`src/include/alb_pkg.sv`:
```
// Purpose: shared constants and types for the alu and branch subset
// Assumes: 16-bit data words, status flags supplied by the core
// Notes on behaviour
// - add with carry: operand, working reg, carry
// - long literal add with carry, five flags
// - one-step arith shift keeps sign, updates carry, negative, wrap, zero
// - multi-step arith shift: only negative, zero
// - flag to bit write, flags unchanged
// - signed ge, gt, lt branches from flags
// - unsigned ge, gt branches from carry, zero
// - signed le branch from flags
// - unsigned lt, le branches from carry, zero
// - single flag branches, either polarity
// - sign branches look only at negative
// - bit test skip if clear, 2 or 3
package alb_pkg;
   localparam int ALB_W = 16;
   localparam int ALB_LONG_LIT_W = 10;
   localparam int ALB_DIGIT_CARRY_POS = 4;
   localparam logic [1:0] ALB_CYC_ONE = 2'h1;
   localparam logic [1:0] ALB_CYC_TWO = 2'h2;
   localparam logic [1:0] ALB_CYC_THREE = 2'h3;
   localparam logic [1:0] ALB_WORDS_ONE = 2'h1;
   localparam logic [1:0] ALB_CNT_RST = 2'h0;
   localparam logic [15:0] ALB_RES_RST = 16'h0000;

   typedef enum logic [3:0] {
      ALB_OP_NOP = 4'h0,
      ALB_OP_ADD_CARRY = 4'h1,
      ALB_OP_ADD_CARRY_LIT = 4'h2,
      ALB_OP_SHIFT_ONE = 4'h3,
      ALB_OP_SHIFT_MULTI = 4'h4,
      ALB_OP_FLAG_WRITE = 4'h5,
      ALB_OP_BIT_CLEAR = 4'h6,
      ALB_OP_BIT_SET = 4'h7,
      ALB_OP_BIT_TOGGLE = 4'h8,
      ALB_OP_BIT_SKIP = 4'h9,
      ALB_OP_BRANCH_COND = 4'hA,
      ALB_OP_BRANCH = 4'hB,
      ALB_OP_BRANCH_COMPUTED = 4'hC
   } alb_op_t;

   typedef enum logic [3:0] {
      ALB_CC_CARRY = 4'h0,
      ALB_CC_NO_CARRY = 4'h1,
      ALB_CC_SGE = 4'h2,
      ALB_CC_SGT = 4'h3,
      ALB_CC_SLE = 4'h4,
      ALB_CC_SLT = 4'h5,
      ALB_CC_UNSIGNED_AT_LEAST = 4'h6,
      ALB_CC_UGT = 4'h7,
      ALB_CC_ULE = 4'h8,
      ALB_CC_UNSIGNED_BELOW = 4'h9,
      ALB_CC_NEG = 4'hA,
      ALB_CC_SIGN_CLEAR = 4'hB,
      ALB_CC_WRAP = 4'hC,
      ALB_CC_NO_WRAP = 4'hD,
      ALB_CC_ZERO = 4'hE,
      ALB_CC_NOT_ZERO = 4'hF
   } alb_cond_t;

   typedef struct packed {
      logic carry;
      logic digit_carry_flag;
      logic neg;
      logic signed_wrap_flag;
      logic zero;
   } alb_flags_t;

   localparam alb_flags_t ALB_FLAGS_RST = '0;

   typedef struct packed {
      alb_op_t op;
      alb_cond_t cond;
      logic [15:0] opnd_a;
      logic [15:0] opnd_b;
      logic [4:0] bit_pos;
      logic take_zero;
   } alb_req_t;
endpackage

```
`src/verilog/alb_cond.sv`:
```
// Purpose: branch condition decode from status flags
// Assumes: flags are the current status
// Notes: purely combinational
`timescale 1ns/100ps
`default_nettype none
module alb_cond (
   // condition and flags
   input wire alb_pkg::alb_cond_t cond_i,
   input wire alb_pkg::alb_flags_t flags_i,
   // result
   output logic taken_o
);
   import alb_pkg::*;
   logic sgn_lt;

   assign sgn_lt = flags_i.neg ^ flags_i.signed_wrap_flag;

   always_comb begin
      unique case (cond_i)
         ALB_CC_SGE: taken_o = !sgn_lt;
         ALB_CC_SGT: taken_o = !sgn_lt && !flags_i.zero;
         ALB_CC_SLT: taken_o = sgn_lt;
         ALB_CC_SLE: taken_o = sgn_lt || flags_i.zero;
         ALB_CC_UNSIGNED_AT_LEAST: taken_o = flags_i.carry;
         ALB_CC_UGT: taken_o = flags_i.carry && !flags_i.zero;
         ALB_CC_UNSIGNED_BELOW: taken_o = !flags_i.carry;
         ALB_CC_ULE: taken_o = !flags_i.carry || flags_i.zero;
         ALB_CC_CARRY: taken_o = flags_i.carry;
         ALB_CC_NO_CARRY: taken_o = !flags_i.carry;
         ALB_CC_WRAP: taken_o = flags_i.signed_wrap_flag;
         ALB_CC_NO_WRAP: taken_o = !flags_i.signed_wrap_flag;
         ALB_CC_ZERO: taken_o = flags_i.zero;
         ALB_CC_NOT_ZERO: taken_o = !flags_i.zero;
         ALB_CC_NEG: taken_o = flags_i.neg;
         ALB_CC_SIGN_CLEAR: taken_o = !flags_i.neg;
      endcase
   end
endmodule
`default_nettype wire

```
`src/verilog/alb_core.sv`:
```
// Purpose: alu datapath and branch resolution for one instruction per cycle
// Assumes: operands already fetched; caller writes result back when res_we_o
// Notes: all outputs registered, answer one cycle after the request
`timescale 1ns/100ps
`default_nettype none
module alb_core #(
   parameter int DATA_W = 16
) (
   // clock and reset
   input wire logic ref_clk_i,
   input wire logic reset_n_i,
   // request
   input wire logic req_valid_i,
   input wire alb_pkg::alb_req_t req_i,
   input wire alb_pkg::alb_flags_t flags_i,
   input wire logic next_two_word_i,
   // answer
   output logic done_o,
   output logic [15:0] res_o,
   output logic res_we_o,
   output alb_pkg::alb_flags_t flags_o,
   output logic redirect_o,
   output logic skip_o,
   output logic [1:0] cycles_o,
   output logic [1:0] words_o
);
   import alb_pkg::*;

   if (DATA_W != ALB_W) begin : g_bad_width
      $error("alb_core supports only a 16-bit data path");
   end

   logic done_r, done_nxt;
   logic [15:0] res_r, res_nxt;
   logic we_r, we_nxt;
   alb_flags_t flags_r, flags_nxt;
   logic redir_r, redir_nxt;
   logic skip_r, skip_nxt;
   logic [1:0] cyc_r, cyc_nxt;
   logic [1:0] words_r, words_nxt;

   logic [15:0] a_eff;
   logic [16:0] sum;
   logic [4:0] nib_sum;
   logic sum_ovf;
   logic [15:0] shift_res;
   logic [15:0] bit_mask;
   logic [15:0] fbw_mask;
   logic fbw_val;
   logic cond_taken;

   alb_cond u_cond (
      .cond_i(req_i.cond),
      .flags_i(flags_i),
      .taken_o(cond_taken)
   );

   // long literal form uses only the low ten bits
   assign a_eff = (req_i.op == ALB_OP_ADD_CARRY_LIT) ?
                  {6'h00, req_i.opnd_a[ALB_LONG_LIT_W-1:0]} : req_i.opnd_a;
   assign sum = {1'b0, a_eff} + {1'b0, req_i.opnd_b} + {16'h0000, flags_i.carry};
   assign nib_sum = {1'b0, a_eff[3:0]} + {1'b0, req_i.opnd_b[3:0]} + {4'h0, flags_i.carry};
   assign sum_ovf = (a_eff[15] == req_i.opnd_b[15]) && (sum[15] != a_eff[15]);
   assign shift_res = $signed(req_i.opnd_a) >>> req_i.bit_pos;
   assign bit_mask = 16'h0001 << req_i.bit_pos[3:0];
   assign fbw_mask = 16'h0001 << req_i.opnd_b[3:0];
   assign fbw_val = req_i.take_zero ? flags_i.zero : flags_i.carry;

   always_comb begin
      done_nxt = req_valid_i;
      res_nxt = res_r;
      we_nxt = 1'b0;
      flags_nxt = flags_r;
      redir_nxt = 1'b0;
      skip_nxt = 1'b0;
      cyc_nxt = cyc_r;
      words_nxt = words_r;
      if (req_valid_i) begin
         flags_nxt = flags_i;
         cyc_nxt = ALB_CYC_ONE;
         words_nxt = ALB_WORDS_ONE;
         unique case (req_i.op)
            ALB_OP_ADD_CARRY, ALB_OP_ADD_CARRY_LIT: begin
               res_nxt = sum[15:0];
               we_nxt = 1'b1;
               flags_nxt.carry = sum[16];
               flags_nxt.digit_carry_flag = nib_sum[ALB_DIGIT_CARRY_POS];
               flags_nxt.neg = sum[15];
               flags_nxt.signed_wrap_flag = sum_ovf;
               flags_nxt.zero = (sum[15:0] == 16'h0000);
            end
            ALB_OP_SHIFT_ONE: begin
               res_nxt = {req_i.opnd_a[15], req_i.opnd_a[15:1]};
               we_nxt = 1'b1;
               flags_nxt.carry = req_i.opnd_a[0];
               flags_nxt.neg = req_i.opnd_a[15];
               flags_nxt.signed_wrap_flag = 1'b0;
               flags_nxt.zero = (req_i.opnd_a[15:1] == 15'h0000) && !req_i.opnd_a[15];
            end
            ALB_OP_SHIFT_MULTI: begin
               res_nxt = shift_res;
               we_nxt = 1'b1;
               flags_nxt.neg = shift_res[15];
               flags_nxt.zero = (shift_res == 16'h0000);
            end
            ALB_OP_FLAG_WRITE: begin
               res_nxt = fbw_val ? (req_i.opnd_a | fbw_mask) : (req_i.opnd_a & ~fbw_mask);
               we_nxt = 1'b1;
            end
            ALB_OP_BIT_CLEAR: begin
               res_nxt = req_i.opnd_a & ~bit_mask;
               we_nxt = 1'b1;
            end
            ALB_OP_BIT_SET: begin
               res_nxt = req_i.opnd_a | bit_mask;
               we_nxt = 1'b1;
            end
            ALB_OP_BIT_TOGGLE: begin
               res_nxt = req_i.opnd_a ^ bit_mask;
               we_nxt = 1'b1;
            end
            ALB_OP_BIT_SKIP: begin
               if ((req_i.opnd_a & bit_mask) == 16'h0000) begin
                  skip_nxt = 1'b1;
                  cyc_nxt = next_two_word_i ? ALB_CYC_THREE : ALB_CYC_TWO;
               end
            end
            ALB_OP_BRANCH_COND: begin
               redir_nxt = cond_taken;
               cyc_nxt = cond_taken ? ALB_CYC_TWO : ALB_CYC_ONE;
            end
            ALB_OP_BRANCH, ALB_OP_BRANCH_COMPUTED: begin
               redir_nxt = 1'b1;
               cyc_nxt = ALB_CYC_TWO;
            end
            ALB_OP_NOP: begin
               done_nxt = 1'b1;
            end
            default: begin
               done_nxt = 1'b1;
            end
         endcase
      end
   end

   always_ff @(posedge ref_clk_i) begin
      if (!reset_n_i) begin
         done_r <= 1'b0;
         res_r <= ALB_RES_RST;
         we_r <= 1'b0;
         flags_r <= ALB_FLAGS_RST;
         redir_r <= 1'b0;
         skip_r <= 1'b0;
         cyc_r <= ALB_CNT_RST;
         words_r <= ALB_CNT_RST;
      end else begin
         done_r <= done_nxt;
         res_r <= res_nxt;
         we_r <= we_nxt;
         flags_r <= flags_nxt;
         redir_r <= redir_nxt;
         skip_r <= skip_nxt;
         cyc_r <= cyc_nxt;
         words_r <= words_nxt;
      end
   end

   assign done_o = done_r;
   assign res_o = res_r;
   assign res_we_o = we_r;
   assign flags_o = flags_r;
   assign redirect_o = redir_r;
   assign skip_o = skip_r;
   assign cycles_o = cyc_r;
   assign words_o = words_r;
endmodule
`default_nettype wire
```
`config.mk`:
```
export PLATFORM = sky130hd
export DESIGN_NAME = alb_core
export DESIGN_NICKNAME = d
export VERILOG_FILES = /design/src/include/alb_pkg.sv /design/src/verilog/alb_cond.sv /design/src/verilog/alb_core.sv
export SDC_FILE = /design/constraint.sdc
export NUM_CORES = 1
export LEC_CHECK = 0
export ABC_AREA = 1
export BUFFER_PORTS_ARGS = -buffer_cell sky130_fd_sc_hd__buf_4
export CAP_MARGIN = 20
export CELL_PAD_IN_SITES_DETAIL_PLACEMENT = 0
export CELL_PAD_IN_SITES_GLOBAL_PLACEMENT = 1
export CORE_UTILIZATION = 43
export CTS_CLUSTER_SIZE = 28
export DETAILED_ROUTE_END_ITERATION = 7
export GPL_ROUTABILITY_DRIVEN = 0
export PLACE_DENSITY_LB_ADDON = 0.1
export SYNTH_ARGS = -nofsm -noshare
export SYNTH_HDL_FRONTEND = slang
export SYNTH_SLANG_ARGS = --single-unit
```
`constraint.sdc`:
```
create_clock -name ref_clk_i -period 6.57 [get_ports ref_clk_i]
set_clock_uncertainty 0.05 [all_clocks]
set_input_delay 0.657 -clock ref_clk_i [delete_from_list [all_inputs] [get_ports ref_clk_i]]
set_output_delay 0.657 -clock ref_clk_i [all_outputs]
set_load 0.01 [all_outputs]
```
==> results.md <==
* Most common cell after layout, fill and taps aside: nand2_1
* Post-Syn Area at 5110 sq um
* Inst Count DP at 1,103
* Cells after synthesis at 908
* CTS tree: done
* DR vias/cell at 5.65
* Register area share after synthesis at 0.110
* Total Nets Final at 1,085
* Critical Path Max Stage Delay at 0.37 ns
* Clock latency on the worst-skew pair at 0.26 ns
* Area grow syn2layout at 14.2%
* CTS root buf: clkbuf_16
* Htree depth at 1
* Family with the most delay on the worst path: simple AND/OR/NAND/NOR gates
* Hold Violations, Final at 0
* Synth cell types at 47
* Final setup violation count at 0
* DRC viols at 12
* Via count at 6,259
* Fin cells at 1,107
* Hold depth at 2
* Layout cells sized above 1 at 0.120
* Pwr/cell area at 127 nW/um^2
* Violated checks: design-rule violations
* Yosys reg bits at 28
* RSZ-0062 raised after global routing: no
* Core Area at around 12,000 sq um
* Final wirelength at a little under 20,000 microns
* GR Overflow Total at 0
* Die height at 111 microns
* Tmin final at 2.94 ns
* Post-DP HPWL at 15,800 microns
* VDD IR max at between 0.1 and 0.15 mV
* CP max stage cell: ha_1
* DR WL/cell at 17.4 microns
* Peak Freq at 340 MHz
* Reg2reg start: res_o[5]
* 1st-iter DRT viols at 683
* Synthesized Nets at 1,028
* Worst hold endpoint: words_o[0]
* CP arrival at 3.09 ns
* Hold Path Class: register to register
* Worst Path Max Fanout at 6
* Die W at 111 microns
* Port Buffers at 82
* Post-CTS Repair Setup Buffers at 0
* Reg2reg end: res_o[5]
* Post-CTS sizing at 0
* Total number of yosys warnings at 0
* Worst Reg2Reg Path Length in Cells at 2
* Worst-margin pin slew at 0.857 ns
* Drt first pass iters at 8
* WP buf/inv at 3
* Critical Path Start Type: input pin
* Critical Path RT at 6.72 ns
* Leakage at 0.00301 uW
* CTS Buffer Depth at 2
* FF-to-FF setup slack at between 5 and 6 ns
* Sink Count at 28
* Relative slew slack at 0.427
* Layout fillers at 1,237
* HP Start: words_o[0]
* Initial Utilization at 0.444
* Post-route ant nets at 0
* CP Cell Sequence: buf_4 -> inv_1 -> nor2_1 -> inv_1 -> nor2_1 -> nor2_1 -> ha_1 -> nand2_1 -> nor2_1 -> and2_1 -> nand2_1 -> nand2_1 -> nand2_1 -> nand2_1 -> nand4_1 -> nor2_1 -> nor2_1 -> nor2_1
* Initial antenna violation count at 0
* Cell mode on critical path: nor2_1
* Synth Area per Inst at 5.62 sq um
* Crit end category: register
* Most frequent cells in the layout: nand2_1 (289), inv_1 (96), nand3_1 (92), nor2_1 (92), buf_4 (83)
* Crit Path Class: input pin to register
* Status: finished with violations
* Std-Cell Rows at 39
* TNS Setup at 0 ns
* # diodes at 0
* Largest net degree at the start of global routing at 22
* All-Layer GR Usage at 0.313
* Clock Pin Slew Worst Setup and Hold Paths at 0.07 ns
* Top Ports at 84
* Max-Cap Viols at 0
* Final period util at 0.447
* CTS Hold Bufs at 0
* Pins over their slew limit at 0
* First-pass GRT wire length at 30,600 microns
* CTS buffer count at 3
* DIE AREA at roughly 12,000 sq um
* Vias in the first global route at just under 6,000
cells by family (layout without fill, tap and decap cells):
family | after synthesis | after routing | synth area share
buffers and inverters | 142 | 198 | 0.118
and+or+nand+nor | 536 | 536 | 0.451
other | 1 | 1 | 0.000734
adders and majority gates | 65 | 65 | 0.162
DFF | 28 | 28 | 0.110
AOI/OAI and AO/OA | 132 | 132 | 0.152
xor gates and xnor gates | 4 | 4 | 0.00686
sequential cells by signal, summed over array words and instances (netlist names):
name and flops:
flags_o 5, cycles_o 2, res_we_o 1, res_o 16, done_o 1, skip_o 1, words_o 1, redirect_o 1
worst min-delay path: stages, from the launching register on:
cell	delay [ns]
dfxtp_1	0.32
nand2_1	0.05
nand2_1	0.04
worst max path at each step:
stage            endpoint       from  slack (ns)  cells past startpoint
2_1_floorplan   res_o[12]   req_i[6]        3.95                     15
3_3_place_gp   flags_o[0]  req_i[44]        3.48                     17
3_5_place_dp   flags_o[0]  req_i[43]        3.44                     18
4_1_cts        flags_o[0]  req_i[43]        3.71                     18
5_1_grt        flags_o[0]  req_i[43]        3.32                     18
6_report       flags_o[0]  req_i[43]        3.63                     18
layout make-up:
cell class              instances  area, sq um  area share
well taps                     143          179      0.0307
inverters                     111          419      0.0719
repair buffers                 83          623       0.107
flip-flops and latches         28          561      0.0961
clock inverters                 1         30.0     0.00515
clock buffers                   3         75.1      0.0129
multi-input cells             738         3950       0.676
per-layer routing:
layer / up-vias / GRT usage / wire (microns)
met5: - / 0 / 0
met4: 0 / 0.0813 / 525
met3: 39 / 0.0580 / 1740
met2: 294 / 0.516 / 8440
met1: 2827 / 0.416 / 8520
li1: 3099 / - / -
power breakdown:
part	internal [uW]	switching, uW	leakage (uW)
clock network	121	59.2	0.0000511
logic	128	244	0.00273
registers	181	6.08	0.000230
synthesized netlist by cell type, drive strengths merged:
library cell / number / share of area
a211oi: 6 / 0.0088
a21oi: 54 / 0.054
a221oi: 4 / 0.0069
a22o: 1 / 0.0017
a31oi: 6 / 0.010
a41oi: 1 / 0.0017
and2: 3 / 0.0037
buf: 24 / 0.031
clkbuf: 7 / 0.0051
clkinv: 1 / 0.00073
conb: 1 / 0.00073
dfxtp: 28 / 0.11
fa: 2 / 0.0078
ha: 63 / 0.15
inv: 110 / 0.081
nand2: 293 / 0.22
nand2b: 1 / 0.0012
nand3: 93 / 0.092
nand3b: 2 / 0.0029
nand4: 18 / 0.022
nor2: 98 / 0.078
nor3: 17 / 0.019
nor4: 9 / 0.011
o2111ai: 3 / 0.0051
o211ai: 9 / 0.013
o21ai: 39 / 0.038
o21bai: 3 / 0.0044
o22ai: 4 / 0.0049
o311ai: 1 / 0.0017
o31ai: 1 / 0.0015
or2: 2 / 0.0025
xor2: 4 / 0.0069
through the flow:
stage                     power, uW  hold WS (ns)  utilization  worst slack, ns  area, sq um
after floorplan                 427         0.417            -             3.95         5110
after global placement          553         0.382        0.497             3.48         5730
after detailed placement        554         0.393        0.497             3.44         5730
after CTS                       736         0.405        0.506             3.71         5830
after global routing            793         0.424        0.506             3.32         5830
final                           740         0.402        0.506             3.63         5830
No activity file was read; power rests on OpenSTA's default activity.
